`config.mk`:
```
export PLATFORM = sky130hd
export DESIGN_NAME = olc_ctrl
export DESIGN_NICKNAME = d
export VERILOG_FILES = /design/src/hdl/olc_ctrl.v /design/src/hdl/olc_sync.v
export VERILOG_INCLUDE_DIRS = /design/src /design/src/pkg
export SDC_FILE = /design/constraint.sdc
export NUM_CORES = 1
export LEC_CHECK = 0
export ABC_AREA = 1
export BUFFER_PORTS_ARGS = -buffer_cell sky130_fd_sc_hd__buf_4
export CELL_PAD_IN_SITES_DETAIL_PLACEMENT = 0
export CELL_PAD_IN_SITES_GLOBAL_PLACEMENT = 1
export CORE_AREA = 2 2 139 168
export CTS_BUF_LIST = sky130_fd_sc_hd__clkbuf_8 sky130_fd_sc_hd__clkbuf_16
export DETAILED_ROUTE_END_ITERATION = 10
export DIE_AREA = 0 0 141 170
export PLACE_DENSITY = 0.74
export SKIP_CTS_REPAIR_TIMING = 1
export SLEW_MARGIN = 20
export SYNTH_ARGS = -nofsm -noshare
export SYNTH_HDL_FRONTEND = slang
export SYNTH_SLANG_ARGS = --single-unit
```
`constraint.sdc`:
```
create_clock -name clk_in -period 6.9 [get_ports clk_in]
set_input_delay 0 -clock clk_in [delete_from_list [all_inputs] [get_ports clk_in]]
set_output_delay 0 -clock clk_in [all_outputs]
set_load 0.02 [all_outputs]
```
`src/pkg/olc_regs.vh`:
```
// constants for the module low-speed control block
// assumes a 25 MHz system clock and a host-driven 2-wire bus
`ifndef OLC_REGS_VH
`define OLC_REGS_VH

// least reset pulse on the reset pin: 2 us at 25 MHz
// sized to its counter, so nothing is cut on assignment
`define OLC_RST_MIN_CYC 8'h32
// longest time from reset release to completion: 2 ms at 25 MHz
`define OLC_INIT_CYC 16'hc350

// 7-bit bus address of the management memory
`define OLC_DEV_ADDR 7'h50
// identifier byte, arbitrary value
`define OLC_ID_VALUE 8'h5a

// memory map
`define OLC_MEM_DEPTH 16
`define OLC_OFS_ID 4'h0
`define OLC_OFS_STATUS 4'h2
`define OLC_OFS_FLAGS 4'h3
`define OLC_OFS_CTRL 4'h4
`define OLC_STAT_NOT_READY 0
`define OLC_STAT_LOW_POWER 1
`define OLC_FLAG_RST_DONE 0
`define OLC_FLAG_FAULT 1
`define OLC_CTRL_FORCE_LP 0

// reset sequencer states
`define OLC_RS_HOLD 2'h0
`define OLC_RS_INIT 2'h1
`define OLC_RS_RUN 2'h2

// serial engine states
`define OLC_SS_IDLE 4'h0
`define OLC_SS_DEVADDR 4'h1
`define OLC_SS_ACK_A 4'h2
`define OLC_SS_PTR 4'h3
`define OLC_SS_ACK_P 4'h4
`define OLC_SS_WDATA 4'h5
`define OLC_SS_ACK_W 4'h6
`define OLC_SS_RDATA 4'h7
`define OLC_SS_RACK 4'h8

`endif

```
`src/hdl/olc_ctrl.v`:
```
// low-speed control of a four-lane optical module: 2-wire slave,
// reset sequencer, power limit, presence and attention pins
// assumes host-side pull-ups on data and attention lines
`timescale 1ns/1ps
`include "olc_regs.vh"

// Summary of operation
// - answer bus only while select held low
// - host reads and writes memory over bus
// - long reset pulse restores memory, flag and not-ready defaults
// - completion raises attention, clears not-ready
// - power-up posts completion without reset pulse
// - low-power input limits allowed power
// - presence line tied low when inserted
// - attention low flags fault or status
// - attention is open collector, pulled low
module olc_ctrl #(
  parameter [15:0] INIT_CYCLES = `OLC_INIT_CYC
) (
  input wire clk_in,
  input wire sys_rst_in,
  input wire module_select_n_in,
  input wire module_reset_n_in,
  input wire low_power_select_in,
  input wire scl_in,
  input wire sda_in,
  input wire fault_event_in,
  output wire sda_out,
  output wire sda_oe_out,
  output wire attention_n_out,
  output wire attention_oe_out,
  output wire module_present_n_out,
  output wire high_power_allow_out
);
  localparam [7:0] RST_MIN = `OLC_RST_MIN_CYC;
  wire [4:0] sync_w;

  olc_sync #(.W(5), .INIT(5'b01111)) u_sync (
    .clk_in(clk_in),
    .sys_rst_in(sys_rst_in),
    .async_in({low_power_select_in, module_reset_n_in,
      module_select_n_in, sda_in, scl_in}),
    .sync_out(sync_w)
  );
  wire scl_s = sync_w[0];
  wire sda_s = sync_w[1];
  wire sel_n_s = sync_w[2];
  wire rst_n_s = sync_w[3];
  wire lp_s = sync_w[4];

  // bus edge detection on synchronised copies only
  reg scl_d_reg;
  reg sda_d_reg;
  always @(posedge clk_in or posedge sys_rst_in) begin
    if (sys_rst_in) begin
      scl_d_reg <= 1'b1;
      sda_d_reg <= 1'b1;
    end else begin
      scl_d_reg <= scl_s;
      sda_d_reg <= sda_s;
    end
  end
  wire scl_rise = scl_s & ~scl_d_reg;
  wire scl_fall = ~scl_s & scl_d_reg;
  wire bus_start = scl_s & scl_d_reg & sda_d_reg & ~sda_s;
  wire bus_stop = scl_s & scl_d_reg & ~sda_d_reg & sda_s;

  // reset sequencer
  reg [1:0] rs_state_reg;
  reg [7:0] lo_cnt_reg;
  reg [15:0] init_cnt_reg;
  reg not_ready_reg;
  reg [7:0] flags_reg;
  reg rd_flags_reg;
  wire long_low = ~rst_n_s & (lo_cnt_reg == RST_MIN - 8'h01);
  reg [7:0] flag_set;
  always @* begin
    flag_set = 8'h00;
    flag_set[`OLC_FLAG_FAULT] = fault_event_in;
    flag_set[`OLC_FLAG_RST_DONE] = (rs_state_reg == `OLC_RS_INIT) &&
      (init_cnt_reg == INIT_CYCLES - 16'h0001);
  end

  // system reset lands in INIT, so power-up posts on its own
  always @(posedge clk_in or posedge sys_rst_in) begin
    if (sys_rst_in) begin
      rs_state_reg <= `OLC_RS_INIT;
      lo_cnt_reg <= 8'h00;
      init_cnt_reg <= 16'h0000;
      not_ready_reg <= 1'b1;
      flags_reg <= 8'h00;
    end else begin
      if (rst_n_s)
        lo_cnt_reg <= 8'h00;
      else if (lo_cnt_reg != RST_MIN - 8'h01)
        lo_cnt_reg <= lo_cnt_reg + 8'h01;
      if (long_low) begin
        rs_state_reg <= `OLC_RS_HOLD;
        not_ready_reg <= 1'b1;
        flags_reg <= 8'h00;
      end else begin
        case (rs_state_reg)
          `OLC_RS_HOLD: begin
            if (rst_n_s) begin
              rs_state_reg <= `OLC_RS_INIT;
              init_cnt_reg <= 16'h0000;
            end
          end
          `OLC_RS_INIT: begin
            init_cnt_reg <= init_cnt_reg + 16'h0001;
            if (flag_set[`OLC_FLAG_RST_DONE]) begin
              rs_state_reg <= `OLC_RS_RUN;
              not_ready_reg <= 1'b0;
            end
          end
          `OLC_RS_RUN: ;
          default: rs_state_reg <= `OLC_RS_HOLD;
        endcase
        // set wins over clear-on-read
        flags_reg <= (flags_reg & {8{~rd_flags_reg}}) | flag_set;
      end
    end
  end

  // management memory; low bytes are read-only views
  reg [7:0] mem [0:`OLC_MEM_DEPTH-1];
  reg wr_pulse_reg;
  reg [3:0] wr_idx_reg;
  reg [7:0] wr_data_reg;
  integer k;
  always @(posedge clk_in or posedge sys_rst_in) begin
    if (sys_rst_in) begin
      for (k = 0; k < `OLC_MEM_DEPTH; k = k + 1)
        mem[k] <= 8'h00;
    end else if (rs_state_reg == `OLC_RS_HOLD) begin
      for (k = 0; k < `OLC_MEM_DEPTH; k = k + 1)
        mem[k] <= 8'h00;
    end else if (wr_pulse_reg && wr_idx_reg >= `OLC_OFS_CTRL) begin
      mem[wr_idx_reg] <= wr_data_reg;
    end
  end

  reg [7:0] ptr_reg;
  reg [7:0] rdata;
  always @* begin
    rdata = 8'h00;
    if (ptr_reg[7:4] == 4'h0) begin
      case (ptr_reg[3:0])
        `OLC_OFS_ID: rdata = `OLC_ID_VALUE;
        `OLC_OFS_STATUS: begin
          rdata[`OLC_STAT_NOT_READY] = not_ready_reg;
          rdata[`OLC_STAT_LOW_POWER] = lp_s;
        end
        `OLC_OFS_FLAGS: rdata = flags_reg;
        default: rdata = mem[ptr_reg[3:0]];
      endcase
    end
  end

  // serial engine; data driven only on falling clock edges
  reg [3:0] ss_state_reg;
  reg [3:0] bit_cnt_reg;
  reg [7:0] shift_reg;
  reg rw_reg;
  reg nack_reg;
  reg sda_oe_reg;
  wire rx_state = (ss_state_reg == `OLC_SS_DEVADDR) ||
    (ss_state_reg == `OLC_SS_PTR) || (ss_state_reg == `OLC_SS_WDATA);
  wire ptr_flags = (ptr_reg == {4'h0, `OLC_OFS_FLAGS});

  always @(posedge clk_in or posedge sys_rst_in) begin
    if (sys_rst_in) begin
      ss_state_reg <= `OLC_SS_IDLE;
      bit_cnt_reg <= 4'h0;
      shift_reg <= 8'h00;
      ptr_reg <= 8'h00;
      rw_reg <= 1'b0;
      nack_reg <= 1'b0;
      sda_oe_reg <= 1'b0;
      wr_pulse_reg <= 1'b0;
      wr_idx_reg <= 4'h0;
      wr_data_reg <= 8'h00;
      rd_flags_reg <= 1'b0;
    end else begin
      wr_pulse_reg <= 1'b0;
      rd_flags_reg <= 1'b0;
      if (sel_n_s) begin
        // not selected: stay off the bus
        ss_state_reg <= `OLC_SS_IDLE;
        sda_oe_reg <= 1'b0;
      end else if (bus_start) begin
        ss_state_reg <= `OLC_SS_DEVADDR;
        bit_cnt_reg <= 4'h0;
        sda_oe_reg <= 1'b0;
      end else if (bus_stop) begin
        ss_state_reg <= `OLC_SS_IDLE;
        sda_oe_reg <= 1'b0;
      end else if (scl_rise) begin
        if (rx_state) begin
          shift_reg <= {shift_reg[6:0], sda_s};
          bit_cnt_reg <= bit_cnt_reg + 4'h1;
        end else if (ss_state_reg == `OLC_SS_RACK) begin
          nack_reg <= sda_s;
        end
      end else if (scl_fall) begin
        case (ss_state_reg)
          `OLC_SS_DEVADDR: begin
            if (bit_cnt_reg == 4'h8) begin
              if (shift_reg[7:1] == `OLC_DEV_ADDR) begin
                sda_oe_reg <= 1'b1;
                rw_reg <= shift_reg[0];
                ss_state_reg <= `OLC_SS_ACK_A;
              end else begin
                ss_state_reg <= `OLC_SS_IDLE;
              end
            end
          end
          `OLC_SS_ACK_A, `OLC_SS_RACK: begin
            bit_cnt_reg <= 4'h0;
            if (ss_state_reg == `OLC_SS_ACK_A && !rw_reg) begin
              sda_oe_reg <= 1'b0;
              ss_state_reg <= `OLC_SS_PTR;
            end else if (ss_state_reg == `OLC_SS_RACK && nack_reg) begin
              sda_oe_reg <= 1'b0;
              ss_state_reg <= `OLC_SS_IDLE;
            end else begin
              // load next byte; reading flags clears them
              shift_reg <= rdata;
              sda_oe_reg <= ~rdata[7];
              bit_cnt_reg <= 4'h1;
              ptr_reg <= ptr_reg + 8'h01;
              rd_flags_reg <= ptr_flags;
              ss_state_reg <= `OLC_SS_RDATA;
            end
          end
          `OLC_SS_PTR, `OLC_SS_WDATA: begin
            if (bit_cnt_reg == 4'h8) begin
              sda_oe_reg <= 1'b1;
              if (ss_state_reg == `OLC_SS_PTR) begin
                ptr_reg <= shift_reg;
                ss_state_reg <= `OLC_SS_ACK_P;
              end else begin
                // out-of-range pointers are acked but dropped
                wr_pulse_reg <= (ptr_reg[7:4] == 4'h0);
                wr_idx_reg <= ptr_reg[3:0];
                wr_data_reg <= shift_reg;
                ptr_reg <= ptr_reg + 8'h01;
                ss_state_reg <= `OLC_SS_ACK_W;
              end
            end
          end
          `OLC_SS_ACK_P, `OLC_SS_ACK_W: begin
            sda_oe_reg <= 1'b0;
            bit_cnt_reg <= 4'h0;
            ss_state_reg <= `OLC_SS_WDATA;
          end
          `OLC_SS_RDATA: begin
            if (bit_cnt_reg == 4'h8) begin
              sda_oe_reg <= 1'b0;
              ss_state_reg <= `OLC_SS_RACK;
            end else begin
              sda_oe_reg <= ~shift_reg[6];
              shift_reg <= {shift_reg[6:0], 1'b0};
              bit_cnt_reg <= bit_cnt_reg + 4'h1;
            end
          end
          `OLC_SS_IDLE: ;
          default: ss_state_reg <= `OLC_SS_IDLE;
        endcase
      end
    end
  end

  // pin outputs
  reg attn_reg;
  reg high_power_reg;
  always @(posedge clk_in or posedge sys_rst_in) begin
    if (sys_rst_in) begin
      attn_reg <= 1'b0;
      high_power_reg <= 1'b0;
    end else begin
      attn_reg <= |flags_reg;
      // held at low power until ready, or when host or memory asks
      high_power_reg <= ~lp_s & ~not_ready_reg &
        ~mem[`OLC_OFS_CTRL][`OLC_CTRL_FORCE_LP];
    end
  end
  assign sda_out = 1'b0;
  assign sda_oe_out = sda_oe_reg;
  assign attention_n_out = 1'b0;
  assign attention_oe_out = attn_reg;
  assign module_present_n_out = 1'b0;
  assign high_power_allow_out = high_power_reg;
endmodule // olc_ctrl

```
`src/hdl/olc_sync.v`:
```
// two-flop synchroniser, one per bit
// assumes inputs come from outside the clk_in domain
`timescale 1ns/1ps
module olc_sync #(
  parameter W = 1,
  parameter [W-1:0] INIT = {W{1'b0}}
) (
  input wire clk_in,
  input wire sys_rst_in,
  input wire [W-1:0] async_in,
  output wire [W-1:0] sync_out
);
  genvar i;
  generate
    for (i = 0; i < W; i = i + 1) begin : g_bit
      reg meta_reg;
      reg sync_reg;
      always @(posedge clk_in or posedge sys_rst_in) begin
        if (sys_rst_in) begin
          meta_reg <= INIT[i];
          sync_reg <= INIT[i];
        end else begin
          meta_reg <= async_in[i];
          sync_reg <= meta_reg;
        end
      end
      assign sync_out[i] = sync_reg;
    end
  endgenerate
endmodule // olc_sync

```
## Word level (Yosys, flattened, before mapping)

Cells that the tools add are included.
Widths: inputs -> output; s select.

- Logic and storage cells: 248
- Bits in registers: 218
- Bits of input ports: 8

- Add/sub/neg operators: 4
- $lt $le $gt $ge: 4
- Bitwise operators: 32
- Reduce and logical (&&, ||, !) cells: 39
- Eq/ne operators: 38
- Muxes and demuxes: 85

Operators by type and width:

| operator | number |
|---|---|
| $mux 128 | 2 |
| $mux 8 | 17 |
| $bwmux 128 | 1 |
| $mux 4 | 14 |
| $bmux 8 s4 | 1 |
| $demux 8 s4 | 1 |
| $mux 1 | 32 |
| $pmux 16 s2 | 1 |
| $pmux 8 s2 | 2 |
| $pmux 4 s6 | 1 |
| $reduce_and 6->1 | 4 |
| $not 1->1 | 18 |
| $pmux 6 s3 | 1 |
| $reduce_and 9->1 | 2 |
| $add 16x1->16 const B | 1 |
| $add 8x1->8 const B | 2 |
| $eq 16x16->1 const B | 1 |
| $eq 4x2->1 const B | 4 |
| $eq 4x3->1 const B | 4 |
| $mux 16 | 1 |
| $reduce_and 8->1 | 2 |
| $reduce_bool 2->1 | 7 |
| $logic_not 4->1 | 3 |
| $ne 3x3->1 const B | 4 |
| other kinds (42) | 76 |

## Longest topological paths before layout

- Depth after elaboration: 15
- Gate-level depth with buffers: 15
- Depth with buffers taken out: 13

## Cells and area by module

From an unflattened synthesis, not the netlist that was laid out.

- Cells, all modules: 1,312
- Area total of the unflattened synthesis: 10,656.5 um^2

By module, submodules not included:

| module | times used | area an instance (um^2) | seq. area each (um^2) | cells each |
|---|---|---|---|---|
| olc_ctrl | 1 | 10,354.9 | 5,210.0 | 1,296 |
| olc_sync | 1 | 301.5 | 260.2 | 16 |

## Worst setup path after synthesis

No wires, ideal clock.

- Path type: register to register
- Start: reg ptr_reg[0]
- End: reg sda_oe_reg, in the netlist sda_oe_out
- Setup time: 0.116 ns
- Clock period less this slack: 1.966 ns
- Data required time: 6.784 ns
- Data arrival time: 1.850 ns
- Path buffers: 3
- Setup slack: 4.934 ns
- Cell stages (with the launch flop): 16
- Path through: dfrtp_1 buf_4 inv_4 buf_6 buf_2 ha_1 o21ai_1 nand2_1 inv_2 o21ai_1 nand2_1 nand2_1 nand2_1 nand2_1 nand2_1 nand2_1

- Cells in the longest elaborated chain, start to end: 15

RTL lines:

| item | RTL line | source |
|---|---|---|
| start, declared | olc_ctrl.v:143 | `reg [7:0] ptr_reg;` |
| start signal, assigned | olc_ctrl.v:231 | `ptr_reg <= ptr_reg + 8'h01;` |
| start signal, assigned | olc_ctrl.v:240 | `ptr_reg <= shift_reg;` |
| start signal, assigned | olc_ctrl.v:247 | `ptr_reg <= ptr_reg + 8'h01;` |
| $not 4->5 (implied by the code) | olc_ctrl.v:155 | `default: rdata = mem[ptr_reg[3:0]];` |
| $bmux 8 s4 | olc_ctrl.v:155 |  |
| $mux 8 (implied by the code) (2 in a row) | olc_ctrl.v:155 |  |
| $pmux 6 s3 (*) | olc_ctrl.v:148 | `case (ptr_reg[3:0])` |
| $mux 8 (*) | olc_ctrl.v:147 | `if (ptr_reg[7:4] == 4'h0) begin` |
| $not 1->1 (*) | olc_ctrl.v:229 | `sda_oe_reg <= ~rdata[7];` |
| $mux 1 (*) | olc_ctrl.v:223 | `` end else if (ss_state_reg == `OLC_SS_RACK && nack_reg) begin `` |
| $mux 1 (*) | olc_ctrl.v:220 | `` if (ss_state_reg == `OLC_SS_ACK_A && !rw_reg) begin `` |
| $pmux 1 s5 (*) | olc_ctrl.v:206 | `case (ss_state_reg)` |
| $mux 1 (*) | olc_ctrl.v:205 | `end else if (scl_fall) begin` |
| $mux 1 (*) | olc_ctrl.v:198 | `end else if (scl_rise) begin` |
| $mux 1 (*) | olc_ctrl.v:195 | `end else if (bus_stop) begin` |
| $mux 1 (*) | olc_ctrl.v:191 | `end else if (bus_start) begin` |
| $mux 1 (*) | olc_ctrl.v:187 | `if (sel_n_s) begin` |
| end signal, assigned | olc_ctrl.v:229 |  |
| end signal, assigned | olc_ctrl.v:262 | `sda_oe_reg <= ~shift_reg[6];` |
| end, declared | olc_ctrl.v:166 | `reg sda_oe_reg;` |

Every way passes the cells marked *; elsewhere a longest branch is shown, timed or not. The select of a mux whose other input is x is not followed.
A chain may end at the register's enable or synchronous reset.

## Worst setup path in the final report

- Start: reg scl_d_reg
- End: reg wr_data_reg[2]

- Cells in the longest elaborated chain, start to end: 5

RTL lines:

| item | RTL line | source |
|---|---|---|
| start, declared | olc_ctrl.v:52 | `reg scl_d_reg;` |
| start signal, assigned | olc_ctrl.v:59 | `scl_d_reg <= scl_s;` |
| $and 1x1->1 | olc_ctrl.v:65, olc_ctrl.v:66 |  |
| $and 1x1->1 (on tied branches) (2 in a row) | olc_ctrl.v:66, olc_ctrl.v:65 |  |
| $not 1->1 (no source line) | -- |  |
| $reduce_and 8->1 (no source line) (*) | -- |  |
| end signal, assigned | olc_ctrl.v:246 | `wr_data_reg <= shift_reg;` |
| end, declared | olc_ctrl.v:129 | `reg [7:0] wr_data_reg;` |

Every way passes the cells marked *; elsewhere a longest branch is shown, timed or not.

==> flow_summary.yaml <==
final_layout:
  drive_above_1_share_pct: 8.77
  final_cell_area_um2: 11600
  largest_reg_flops: 128
  multi_input_area_um2: 4100
  nets: 1267
  most-common-layout-cells: "nand2_1, dfrtp_1, inv_1, nand3_1, o21ai_0"
  area_delta_synth_final_pct: 9.75
  num_antenna_cells: 0
  fin_cells: 1544
  final_common_cell: "nand2_1"
  fillCellCount: 2174
  seq_area_um2: 5470
placed_design:
  dpl_cell_area_um2: 10700
  routabilityCongestion: 0.849
  placed_cells: 1493
  hpwl_um: 17500
  port_buffers: 10
die:
  chipWidth_um: 141
  ios: 14
  core_um2: 22300
  die_h_um: 170
  die-area_um2: 24000
  rows: 60
  start_util_pct: 47.2
timing:
  finalSetupViolations: 0
  fin_skew_ns: 0.0108
  fmax_mhz: 378
  final.setup.tns_ns: 0
  worstMarginPinSlew_ns: 0.922
  holdWs_ns: 0.120
  fin_crit_sh_pct: 38.3
  final_hold_viol_count: 0
  min_period_ns: 2.65
  slew_violations: 0
  slew_headroom_pct: 38.3
  rsz0062_at_grt: "false"
critical_path:
  r2r-end: "wr_data_reg[2]"
  crit_start: "scl_d_reg"
  r2r_start: "scl_d_reg"
  end_kind: "flip-flop"
  arrival_ns: 3.04
  startpoint_type: "flip-flop"
  cp_num_buf_inv: 1
  critPathKind: "reg -> reg"
  crit_chain: "ha_1 -> nand2_1 -> nor2_1 -> nor2_2 -> nand2_1 -> inv_2 -> nand4_1 -> mux2_1"
  endpoint: "wr_data_reg[2]"
  reg2reg_depth: 8
  cp_slowest_cell: "nand4_1"
  critPathMaxStageDelay_ns: 0.73
  cp_max_fo: 22
  cp.required_ns: 7.29
  cp_num_cells: 8
  reg2reg_slack_ns: 4.25
  path_common_cell: "nand2_1"
  critPathTopFamily: "simple AND/OR/NAND/NOR gates"
routing:
  totalWireLength_um: 26500
  drt_iter0_drc: 614
  drc_errors: 0
  routedWlPerCell_um: 17.1
  vias_per_cell: 5.39
  ant_nets: 0
  vias: 8324
  first_pass_iters: 6
power:
  p_clk_share_pct: 44.7
  p_int_w: 0.00211
  ir_drop_mv: 0.201
  power_switching_w: 0.000675
  power_leakage_nw: 5.41
  power.share.sequential_pct: 48.9
  powerDensity_nw_per_um2: 241
  switching_share_pct: 24.2
  p_comb_share_pct: 6.4
logic_synthesis:
  synth-seq-cells: 218
  yosysWarningCount: 0
  avgSynthCellArea_um2: 8.37
  synth_cells: 1258
  synthDistinctLibCells: 49
  seq_area_frac_synth_pct: 51.9
  synth_edf_count: 0
  synth.cell_area_um2: 10500
  async_reset_ff_share_pct: 100
  ys.flop_type: "dfrtp_1"
cts:
  clockBufferDepth: 3
  cts_num_sinks: 218
  cts.clk_slew.worst_paths_ns: 0.06
  h-tree-depth: 1
  clockRootBuffer: "clkbuf_16"
  cts_made_buffers: 24
  cts_tree: "done"
  clk_latency_ns: 0.52
global_routing:
  grt_pass1_wl_um: 43400
  overflow: 0
  grt_pass1_vias: 8285
  antenna_found_initial: 0
  grt_max_degree: 90
  grtUsageTotal_pct: 22.7
job:
  drv_cap: 0
outcome:
  status: "completed"
min_path:
  hold_path_class: "in -> async"
## power by group through the flow
stage / Clock (W) / Sequential (W) / Combinational [W]
2_1_floorplan: 0 / 0.00137 / 0.000136
5_1_grt: 0.00133 / 0.00137 / 0.000207
3_5_place_dp: 0 / 0.00139 / 0.000179
6_report: 0.00125 / 0.00137 / 0.000179
4_1_cts: 0.00128 / 0.00137 / 0.000179
3_3_place_gp: 0 / 0.00139 / 0.000176
## stage by stage
stage	power (W)	utilization, %	setup WS, ns
floorplan	0.00151	-	0.956
global placement	0.00156	48.0	4.32
detailed placement	0.00157	48.0	4.29
CTS	0.00283	51.5	4.28
global route	0.00291	51.8	4.02
finish	0.00279	51.8	4.25
## cell usage after synthesis (2+ instances only)
library cell  instances  area (µm²)
o21ai_0             103         515
buf_2                22         110
or2_2                 4        25.0
buf_6                 4        45.0
nor4_1                7        43.8
dfrtp_1             206        5150
nand2_2               3        18.8
nor2_2                5        31.3
nor2_4                5        56.3
nor2_1               96         360
xor2_1                9        78.8
nand4_1              19         119
a21oi_1              67         335
mux2_1                2        22.5
o21ai_1              50         250
buf_4                 7        52.6
xnor2_1               2        17.5
a21oi_2               3        26.3
o211ai_1             15         113
o22ai_1              45         282
dfstp_2              12         315
inv_2                13        48.8
nor3_1               17        85.1
ha_1                 12         150
o31ai_1               5        37.5
o21a_1                2        15.0
nand2_1             206         773
nand3b_1              2        15.0
a211oi_1              4        30.0
clkbuf_1             27         101
inv_1               157         589
buf_1                 2        7.51
a22oi_2               2        25.0
nand3_1             108         541
## logic make-up (layout without fill, tap and decap cells)
group           count (synthesis)  after routing  synth area share [%]
buf+inv                       234            239                  9.21
simple gates                  479            479                  20.3
fa+ha+maj                      12             12                  1.43
mux                             2              2                 0.214
flops                         218            218                  51.9
xor+xnor                       11             11                 0.915
compound gates                301            301                  16.0
other cells                     1              3                0.0356
## metal layers
metal	track usage (%)	up-vias	part of all wire (%)
li1	-	4148	-
met1	29.5	3949	44
met2	38.9	174	49
met3	3.32	53	4.3
met4	8.26	0	3.0
met5	0	-	0
## worst min-delay path by stage
stage                  startpoint                        to  slack, ns  cells past startpoint
3_5_place_dp               sda_in  u_sync.g_bit[1].meta_reg       0.11                      1
3_3_place_gp   module_select_n_in  u_sync.g_bit[2].meta_reg       0.11                      1
2_1_floorplan              scl_in  u_sync.g_bit[0].meta_reg      0.004                      0
6_report               sys_rst_in                  mem[103]       0.12                      3
4_1_cts                    sda_in  u_sync.g_bit[1].meta_reg      -0.43                      1
5_1_grt        module_select_n_in  u_sync.g_bit[2].meta_reg       0.13                      2
## worst register-to-register path: cells and delay by family (launching register included)
kind	cells	cell delay (ns)
adders and majority gates	1	0.22
DFF	1	0.38
and+or+nand+nor	5	1.16
buffers and inverters	1	0.15
muxes	1	0.60
## layout make-up
cell class              count  area share, %
clock buffers              33           6.37
multi-input cells         808           35.5
flip-flops and latches    218           47.3
repair buffers             23           1.65
well taps                 279           3.02
inverters                 172           5.72
clock inverters            11          0.433
Power figures use the tool's default switching activity.
